$ cat src/owpm_defines.svh
// Constants for the oscillator monitor and power mode sequencer.
// Assumes a 100 MHz APB clock and an 8-bit power control register.
`ifndef OWPM_DEFINES_SVH
`define OWPM_DEFINES_SVH
// Register byte addresses
`define OWPM_POWER_CONTROL_REG_ADDR 12'h000
`define OWPM_STAT_ADDR 12'h004
// Power control register bit positions
`define OWPM_B_IDLE_EN 0
`define OWPM_B_PD_EN 1
`define OWPM_B_SLOW 4
`define OWPM_B_IDLE_SET 5
`define OWPM_B_PD_SET 6
`define OWPM_POWER_CONTROL_REG_RST 8'h00
// Timing
`define OWPM_CLK_MHZ 100
`define OWPM_STAB_US 1000
`define OWPM_STAB_CYC (`OWPM_STAB_US * `OWPM_CLK_MHZ)
`define OWPM_HWRST_CYC 16
`define OWPM_SLOW_DIV 8
`define OWPM_RC_WIN 8
`endif

$ cat src/owpm_pkg.sv
// Types for the oscillator monitor and power mode sequencer.
// Assumes owpm_defines.svh supplies all numeric constants.
package owpm_pkg;
  // Power and reset sequencing states
  typedef enum logic [2:0] {
    ST_POR, ST_STAB, ST_RUN, ST_IDLE, ST_SWPD, ST_WAKE, ST_HWRST, ST_HW_POWERDOWN_N
  } owpm_state_t;
  // Clock enables and source select handed to the clock tree
  typedef struct packed {
    logic cpu_en;
    logic per_en;
    logic rc_sel;
  } owpm_clk_t;
  // Oscillator and pad controls
  typedef struct packed {
    logic main_osc_en;
    logic rc_osc_en;
    logic ports_hiz;
  } owpm_pwr_t;
endpackage

$ cat src/owpm_top.sv
// Oscillator monitor with power mode sequencer, APB register slave.
// Assumes oscillator ticks and pins are asynchronous; the rest is pclk.
//
// Added by the designer: the register offsets and the APB interface to the registers.
`include "owpm_defines.svh"
`timescale 1ns/1ns
`default_nettype none
module owpm_top import owpm_pkg::*; #(
  parameter int STAB_CYC = `OWPM_STAB_CYC,
  parameter int HWRST_CYC = `OWPM_HWRST_CYC,
  parameter int RC_WIN = `OWPM_RC_WIN
) (
  input wire logic pclk,
  input wire logic presetn,
  input wire logic psel,
  input wire logic penable,
  input wire logic pwrite,
  input wire logic [11:0] paddr,
  input wire logic [31:0] pwdata,
  output logic [31:0] prdata,
  output logic pready,
  output logic pslverr,
  input wire logic main_osc_tick,
  input wire logic rc_osc_tick,
  input wire logic hw_powerdown_n,
  input wire logic wake_interrupt_pin,
  input wire logic periph_irq,
  output owpm_clk_t clk_ctl,
  output owpm_pwr_t pwr_ctl,
  output logic sys_rst_n
);

  localparam int SW = $clog2(STAB_CYC + 1);
  localparam int HW = $clog2(HWRST_CYC + 1);

  // Pin synchronisers: 0 hw_powerdown_n_n, 1 wake, 2 main tick, 3 rc tick
  logic [3:0] pin_in;
  logic [3:0] filt_ff;
  logic [3:0] filt_q_ff;
  assign pin_in = {rc_osc_tick, main_osc_tick, wake_interrupt_pin,
                   hw_powerdown_n};

  genvar gi;
  generate
    for (gi = 0; gi < 4; gi++) begin : g_sync
      // Pins idle high, oscillator ticks idle low
      localparam logic IDLE_LVL = (gi < 2) ? 1'b1 : 1'b0;
      logic [2:0] sync_ff;
      // Three stages; a change counts once stages two and three agree
      always_ff @(posedge pclk or negedge presetn) begin
        if (!presetn) begin
          sync_ff <= {3{IDLE_LVL}};
          filt_ff[gi] <= IDLE_LVL;
          filt_q_ff[gi] <= IDLE_LVL;
        end else begin
          sync_ff <= {sync_ff[1:0], pin_in[gi]};
          if (sync_ff[1] == sync_ff[2]) begin
            filt_ff[gi] <= sync_ff[2];
          end
          filt_q_ff[gi] <= filt_ff[gi];
        end
      end
    end
  endgenerate

  logic hw_powerdown_n_n_s;
  logic hw_powerdown_n_fell;
  logic wake_fell;
  logic main_rise;
  logic rc_rise;
  assign hw_powerdown_n_n_s = filt_ff[0];
  assign hw_powerdown_n_fell = filt_q_ff[0] & ~filt_ff[0];
  // A low pulse is seen on its falling edge
  assign wake_fell = filt_q_ff[1] & ~filt_ff[1];
  assign main_rise = filt_ff[2] & ~filt_q_ff[2];
  assign rc_rise = filt_ff[3] & ~filt_q_ff[3];

  owpm_state_t state_ff;
  owpm_state_t nxt_state;
  logic osc_good_ff;
  logic [7:0] win_cnt_ff;
  logic [7:0] main_cnt_ff;
  logic [SW-1:0] stab_cnt_ff;
  logic [HW-1:0] hwrst_cnt_ff;
  logic [2:0] div_ff;
  logic [7:0] power_control_reg_ff; // Power control register image
  logic arm_idle_ff; // Idle enable from the previous transfer
  logic arm_pd_ff; // Power-down enable from the previous transfer
  logic monitor_on;
  logic stab_done;
  logic hwrst_done;

  // Monitor only while the main oscillator is supposed to run
  assign monitor_on = pwr_ctl.main_osc_en;
  assign stab_done = (stab_cnt_ff == SW'(STAB_CYC - 1));
  assign hwrst_done = (hwrst_cnt_ff == HW'(HWRST_CYC - 1));

  // Frequency compare: count main edges over RC_WIN RC edges.
  // Fewer main edges than RC edges means the main clock is slower.
  always_ff @(posedge pclk or negedge presetn) begin
    if (!presetn) begin
      win_cnt_ff <= 8'h00;
      main_cnt_ff <= 8'h00;
      osc_good_ff <= 1'b0;
    end else if (!monitor_on) begin
      win_cnt_ff <= 8'h00;
      main_cnt_ff <= 8'h00;
      osc_good_ff <= 1'b0;
    end else if (rc_rise && win_cnt_ff == 8'(RC_WIN - 1)) begin
      win_cnt_ff <= 8'h00;
      main_cnt_ff <= 8'h00;
      osc_good_ff <= (main_cnt_ff >= 8'(RC_WIN));
    end else begin
      if (rc_rise) begin
        win_cnt_ff <= win_cnt_ff + 8'h01;
      end
      // Saturate so a fast crystal cannot wrap to a false failure
      if (main_rise && main_cnt_ff != 8'hff) begin
        main_cnt_ff <= main_cnt_ff + 8'h01;
      end
    end
  end

  // APB decode; zero wait states, so every access completes at once
  logic apb_done;
  logic apb_wr;
  logic power_control_reg_wr;
  logic hit;
  logic idle_go;
  logic pd_go;
  assign apb_done = psel & penable;
  assign apb_wr = apb_done & pwrite;
  assign hit = (paddr == `OWPM_POWER_CONTROL_REG_ADDR) | (paddr == `OWPM_STAT_ADDR);
  assign power_control_reg_wr = apb_wr & (paddr == `OWPM_POWER_CONTROL_REG_ADDR);
  assign pready = 1'b1;
  assign pslverr = apb_done & ~hit;
  // Set write only counts right after its enable write
  assign idle_go = power_control_reg_wr & pwdata[`OWPM_B_IDLE_SET] & arm_idle_ff;
  assign pd_go = power_control_reg_wr & pwdata[`OWPM_B_PD_SET] & arm_pd_ff
                 & ~idle_go;

  // Sequencer next state; the power-down pin overrides everything
  always_comb begin
    nxt_state = state_ff;
    case (state_ff)
      ST_POR: begin
        if (osc_good_ff) begin
          nxt_state = ST_STAB;
        end
      end
      ST_STAB: begin
        if (!osc_good_ff) begin
          nxt_state = ST_POR;
        end else if (stab_done) begin
          nxt_state = ST_RUN;
        end
      end
      ST_RUN: begin
        if (!osc_good_ff) begin
          nxt_state = ST_POR;
        end else if (idle_go) begin
          nxt_state = ST_IDLE;
        end else if (pd_go) begin
          nxt_state = ST_SWPD;
        end
      end
      ST_IDLE: begin
        if (!osc_good_ff) begin
          nxt_state = ST_POR;
        end else if (periph_irq) begin
          nxt_state = ST_RUN;
        end
      end
      ST_SWPD: begin
        if (wake_fell) begin
          nxt_state = ST_WAKE;
        end
      end
      ST_WAKE: begin
        // Oscillator restarts; program resumes without reset
        if (osc_good_ff && stab_done) begin
          nxt_state = ST_RUN;
        end
      end
      ST_HWRST: begin
        if (hwrst_done) begin
          nxt_state = ST_HW_POWERDOWN_N;
        end
      end
      ST_HW_POWERDOWN_N: begin
        if (hw_powerdown_n_n_s) begin
          nxt_state = ST_POR;
        end
      end
      default: nxt_state = ST_POR;
    endcase
    if (!hw_powerdown_n_n_s && state_ff != ST_HWRST && state_ff != ST_HW_POWERDOWN_N) begin
      nxt_state = ST_HWRST;
    end
  end

  // State register
  always_ff @(posedge pclk or negedge presetn) begin
    if (!presetn) begin
      state_ff <= ST_POR;
    end else begin
      state_ff <= nxt_state;
    end
  end

  // Stabilisation timer; counts in STAB and WAKE while the oscillator looks good, else holds; clears in other states
  always_ff @(posedge pclk or negedge presetn) begin
    if (!presetn) begin
      stab_cnt_ff <= '0;
    end else if ((state_ff == ST_STAB || state_ff == ST_WAKE)
                 && osc_good_ff && !stab_done) begin
      stab_cnt_ff <= stab_cnt_ff + SW'(1);
    end else if (state_ff != ST_STAB && state_ff != ST_WAKE) begin
      stab_cnt_ff <= '0;
    end
  end

  // Internal reset sequence length before hardware power-down
  always_ff @(posedge pclk or negedge presetn) begin
    if (!presetn) begin
      hwrst_cnt_ff <= '0;
    end else if (state_ff == ST_HWRST && !hwrst_done) begin
      hwrst_cnt_ff <= hwrst_cnt_ff + HW'(1);
    end else if (state_ff != ST_HWRST) begin
      hwrst_cnt_ff <= '0;
    end
  end

  // Power control register. Enables last one transfer only, so a
  // stray set write far from its enable cannot stop the clock.
  always_ff @(posedge pclk or negedge presetn) begin
    if (!presetn) begin
      power_control_reg_ff <= `OWPM_POWER_CONTROL_REG_RST;
      arm_idle_ff <= 1'b0;
      arm_pd_ff <= 1'b0;
    end else if (!sys_rst_n) begin
      power_control_reg_ff <= `OWPM_POWER_CONTROL_REG_RST; // Internal reset also restores rate
      arm_idle_ff <= 1'b0;
      arm_pd_ff <= 1'b0;
    end else begin
      if (apb_done) begin
        // Any transfer consumes the enables
        arm_idle_ff <= power_control_reg_wr & pwdata[`OWPM_B_IDLE_EN]
                       & ~pwdata[`OWPM_B_IDLE_SET];
        arm_pd_ff <= power_control_reg_wr & pwdata[`OWPM_B_PD_EN]
                     & ~pwdata[`OWPM_B_PD_SET];
      end
      if (power_control_reg_wr && state_ff == ST_RUN) begin
        power_control_reg_ff[`OWPM_B_SLOW] <= pwdata[`OWPM_B_SLOW];
        power_control_reg_ff[`OWPM_B_IDLE_EN] <= pwdata[`OWPM_B_IDLE_EN];
        power_control_reg_ff[`OWPM_B_PD_EN] <= pwdata[`OWPM_B_PD_EN];
        power_control_reg_ff[`OWPM_B_IDLE_SET] <= idle_go;
        power_control_reg_ff[`OWPM_B_PD_SET] <= pd_go;
      end else if (state_ff == ST_RUN) begin
        // Mode bits drop once the mode has been left
        power_control_reg_ff[`OWPM_B_IDLE_SET] <= 1'b0;
        power_control_reg_ff[`OWPM_B_PD_SET] <= 1'b0;
      end
    end
  end

  // Slow-down divider; free running, pulse at zero
  always_ff @(posedge pclk or negedge presetn) begin
    if (!presetn) begin
      div_ff <= 3'h0;
    end else begin
      div_ff <= div_ff + 3'h1;
    end
  end

  logic slow_tick;
  logic in_run;
  assign in_run = (state_ff == ST_RUN) | (state_ff == ST_WAKE);
  // One pulse in eight while slow-down is on
  assign slow_tick = power_control_reg_ff[`OWPM_B_SLOW] ? (div_ff == 3'h0) : 1'b1;

  // Clock and pad controls
  always_comb begin
    clk_ctl.cpu_en = (state_ff == ST_RUN) & slow_tick;
    clk_ctl.per_en = ((state_ff == ST_RUN) | (state_ff == ST_IDLE))
                     & slow_tick;
    // Power-on reset always runs from RC; the crystal takes over in STAB
    clk_ctl.rc_sel = ~osc_good_ff | (state_ff == ST_POR);
    pwr_ctl.main_osc_en = (state_ff != ST_SWPD)
                          & (state_ff != ST_HW_POWERDOWN_N);
    pwr_ctl.rc_osc_en = (state_ff != ST_HW_POWERDOWN_N);
    pwr_ctl.ports_hiz = (state_ff == ST_HW_POWERDOWN_N);
    sys_rst_n = ~((state_ff == ST_POR) | (state_ff == ST_STAB)
                  | (state_ff == ST_HWRST) | (state_ff == ST_HW_POWERDOWN_N));
  end

  // Read data captured in the setup phase, so it is a flop output
  always_ff @(posedge pclk or negedge presetn) begin
    if (!presetn) begin
      prdata <= 32'h0000_0000;
    end else if (psel && !penable && !pwrite) begin
      if (paddr == `OWPM_POWER_CONTROL_REG_ADDR) begin
        prdata <= {24'h00_0000, power_control_reg_ff};
      end else if (paddr == `OWPM_STAT_ADDR) begin
        prdata <= {27'h0, in_run, ~osc_good_ff, state_ff};
      end else begin
        prdata <= 32'h0000_0000;
      end
    end
  end
endmodule
`default_nettype wire

$ cat config.mk
export PLATFORM = sky130hd
export DESIGN_NAME = owpm_top
export DESIGN_NICKNAME = d
export VERILOG_FILES = /design/src/owpm_pkg.sv /design/src/owpm_top.sv
export VERILOG_INCLUDE_DIRS = /design/src
export SDC_FILE = /design/constraint.sdc
export NUM_CORES = 1
export LEC_CHECK = 0
export BUFFER_PORTS_ARGS = -buffer_cell sky130_fd_sc_hd__buf_2
export CAP_MARGIN = 20
export CORE_ASPECT_RATIO = 1.4
export CORE_MARGIN = 2
export CORE_UTILIZATION = 54
export DETAILED_ROUTE_END_ITERATION = 6
export GPL_TIMING_DRIVEN = 0
export PLACE_DENSITY = 0.77
export SYNTH_ARGS = -nofsm -noshare
export SYNTH_HDL_FRONTEND = slang
export SYNTH_SLANG_ARGS = --single-unit
$ cat constraint.sdc
create_clock -name pclk -period 2.25 [get_ports pclk]
set_input_delay 0.45 -clock pclk [delete_from_list [all_inputs] [get_ports pclk]]
set_output_delay 0.45 -clock pclk [all_outputs]
set_load 0.005 [all_outputs]
==> reports/qor.tcl <==
set qor(result_of_the_run) {finished, final reports clean}
set qor(die_boundary_height_um) 106
set qor(grt.overflow.total) 0
set qor(tritonroute_pass_1_iters) 6
set qor(mappedNetlistArea_um2) 4000
set qor(worst-path-max-fanout) 7
set qor(timing.slew.headroom_pct) 63.0
set qor(fin_setup_tns_ns) 0
set qor(drive_gt1_share_pct) 25.8
set qor(clock-skew-final_ns) 0.00886
set qor(cp-end-kind) {flop}
set qor(fillerInstances) 615
set qor(initialDrtViolationCount) 138
set qor(cts-buffers-inserted) 9
set qor(wire_length_of_the_first_global_routing_pass_um) 12800
set qor(r2r-start) {hwrst_cnt_ff[0]}
set qor(port_buffers) 40
set qor(max-clock-path-buffers) 2
set qor(cts_tree) {yes}
set qor(postRouteAntennaNets) 0
set qor(timing.critical_path.required_ns) 2.50
set qor(syn_inst) 395
set qor(p_leak_uw) 0.00221
set qor(core_box_area_um2) 7270
set qor(postSynth.topFlopCell) {sky130_fd_sc_hd__dfrtp_1}
set qor(cp.arrival_ns) 2.41
set qor(detail_route.wirelength_um) 7610
set qor(yosysUniqueCellTypes) 59
set qor(post-route-drc-count) 0
set qor(grt_start_max_net_pins) 62
set qor(number_of_rows_in_the_core_area) 37
set qor(p_per_area_nw_per_um2) 765
set qor(max-cap-violations) 0
set qor(synth_edf_count) 0
set qor(min_path_type) {input pin to flop}
set qor(syn2layout_area_growth_pct) 16.3
set qor(final-setup-viol-count) 0
set qor(floorplan.io_pins) 95
set qor(clock.fmax_ghz) 0.462
set qor(final.period_utilization_pct) 96.2
set qor(timing_hold_violations_final) 0
set qor(routed-via-count) 2948
set qor(floorplan.die.width_um) 76.7
set qor(mostFrequentLayoutCell) {sky130_fd_sc_hd__dfrtp_1}
set qor(layout_min_cycle_time_ns) 2.17
set qor(initial_utilization_pct) 55.0
set qor(root_buffer) {sky130_fd_sc_hd__clkbuf_8}
set qor(num_antenna_cells) 0
set qor(floorplan.die_area_um2) 8110
set qor(fin_worst_hold_slack_ns) 0.181
set qor(maxSlewViolCount) 0
set qor(wl_per_cell_um) 13.3
set qor(irDropWorstVdd_uv) 408
set qor(ctsHtreeMaxLevel) 3
set qor(synth.ff_latch_count) 78
set qor(synth_area_per_cell_um2) 10.1
set qor(grt_pass1_vias) 2881
set qor(total_global_routing_track_utilization_pct) 20.0
set qor(grt_setup_unrepaired) {false}
set qor(seq_total_area_yosys_pct) 49.1
set qor(critPathLaunchType) {flop}
set qor(insertion_delay_ns) 0.36
set qor(final_cell_mix) {sky130_fd_sc_hd__dfrtp_1, sky130_fd_sc_hd__nor2_1, sky130_fd_sc_hd__buf_2}
set qor(routed_via_density) 5.14
set qor(worstMarginPinSlew_ns) 0.541
set qor(hold_path_startpoint) {wake_interrupt_pin}
set qor(number_of_sinks_driven_by_the_clock_tree) 78
set qor(design.final.nets) 538
set qor(number_of_antenna_violations_at_the_first_check_in_global_routing) 0
set qor(critPathKind) {flop to flop}
set qor(dp.final_hpwl_um) 5580
set qor(yosysWarnings) 0
set qor(cp_launch_point) {hwrst_cnt_ff[0]}
set qor(gp_congestion) 0.822
set qor(async_set_reset_flop_share_out_of_synthesis_pct) 100
set qor(clk_pin_slew_worst_paths_ns) 0.08
[synthesized netlist by cell type, drive strengths merged (5+ instances only)]
cell,number,area share [%]
dfrtp,69,43
nor2,62,5.9
buf,35,6.3
nand2,32,3.1
xor2,24,5.3
inv,15,1.4
nand3,13,1.6
nand4,13,2.4
ha,11,3.4
a21oi,10,1.3
and3,9,1.4
dfstp,9,5.9
xnor2,9,2.0
mux2i,8,2.0
o21ai,7,0.88
clkbuf,5,0.47
nor3,5,0.63
[worst paths after layout]
| kind | to | slack (ns) | depth (start not counted) |
|---|---|---|---|
| setup / recovery | state_ff[2] | 0.08 | 10 |
| hold / removal | g_sync[1].sync_ff[0] | 0.18 | 1 |
| setup reg to reg | state_ff[2] | 0.08 | 10 |
| hold reg to reg | g_sync[3].sync_ff[1] | 0.36 | 0 |
| max in group asynchronous | filt_ff[1] | 1.13 | 3 |
| min in group asynchronous | arm_idle_ff | 0.51 | 2 |
[final cells by class]
cell class	count	area [µm²]	area share [%]
multi-input combinational	286	1800	38.8
tap	97	121	2.61
buffer	39	272	5.84
inverter	15	56.3	1.21
timing repair buffer	44	255	5.49
clock buffer	11	151	3.26
sequential	78	1970	42.3
clock inverter	4	22.5	0.485
[flip-flops by register name, summed over array words and instances (netlist names)]
signal,count
win_cnt_ff,8
main_cnt_ff,8
hw_powerdown_n_n_s,1
g_sync.sync_ff,12
prdata,7
state_ff,3
filt_q_ff,3
arm_idle_ff,1
arm_pd_ff,1
filt_ff,3
hwrst_cnt_ff,5
div_ff,3
osc_good_ff,1
stab_cnt_ff,17
power_control_reg_ff,5
[critical path: stages (launching register included)]
cell and delay [ns]:
sky130_fd_sc_hd__dfrtp_1 0.39, sky130_fd_sc_hd__ha_1 0.16, sky130_fd_sc_hd__and3_1 0.16, sky130_fd_sc_hd__ha_1 0.13, sky130_fd_sc_hd__buf_4 0.14, sky130_fd_sc_hd__nand2_1 0.08
sky130_fd_sc_hd__a32o_1 0.29, sky130_fd_sc_hd__a211oi_4 0.25, sky130_fd_sc_hd__nand2_2 0.11, sky130_fd_sc_hd__a21o_1 0.18, sky130_fd_sc_hd__o32a_1 0.16
[where the power goes]
| group | leakage [µW] | internal, µW | switching, µW | total (µW) |
|---|---|---|---|---|
| Clock | 0.0000910 | 448 | 496 | 944 |
| Sequential | 0.00102 | 1510 | 97.4 | 1610 |
| Combinational | 0.00110 | 436 | 566 | 1000 |
| Total | 0.00221 | 2400 | 1160 | 3550 |
[timing repair]
item / in CTS / in global routing
hold buffers: 1 / 0
cloned: 0 / 0
setup buffers: 0 / 2
hold endpoints to repair: 15 / 0
gates resized for setup: 3 / 6
setup endpoints to repair: 3 / 4
[per-layer routing]
| layer | global-route usage (%) | share of wire [%] | vias to the layer above |
|---|---|---|---|
| met4 | 11.2 | 2.2 | 0 |
| li1 | - | - | 1450 |
| met2 | 33.8 | 52 | 70 |
| met5 | 0 | 0 | - |
| met3 | 3.94 | 4.3 | 17 |
| met1 | 23.6 | 42 | 1411 |
[metrics by stage]
step	utilization [%]	power [µW]	worst slack [ns]	area, µm²	cells
after floorplan	-	2290	0.274	4090	419
after global placement	60.6	2540	0.0662	4410	556
after detailed placement	61.1	2590	0.0768	4440	557
after CTS	63.6	3550	0.0367	4620	572
after global routing	63.9	3780	0.00551	4650	574
final	63.9	3550	0.0846	4650	574
[kinds of logic after synthesis]
family	Yosys count	share of synthesized area (%)
other	2	0.188
adders and majority gates	15	4.45
xor gates and xnor gates	33	7.23
muxes	8	2.00
AOI/OAI and AO/OA	43	7.80
buffers and inverters	55	8.20
DFF	78	49.1
and+or+nand+nor	161	21.0
No activity file was read; power rests on OpenSTA's default activity.
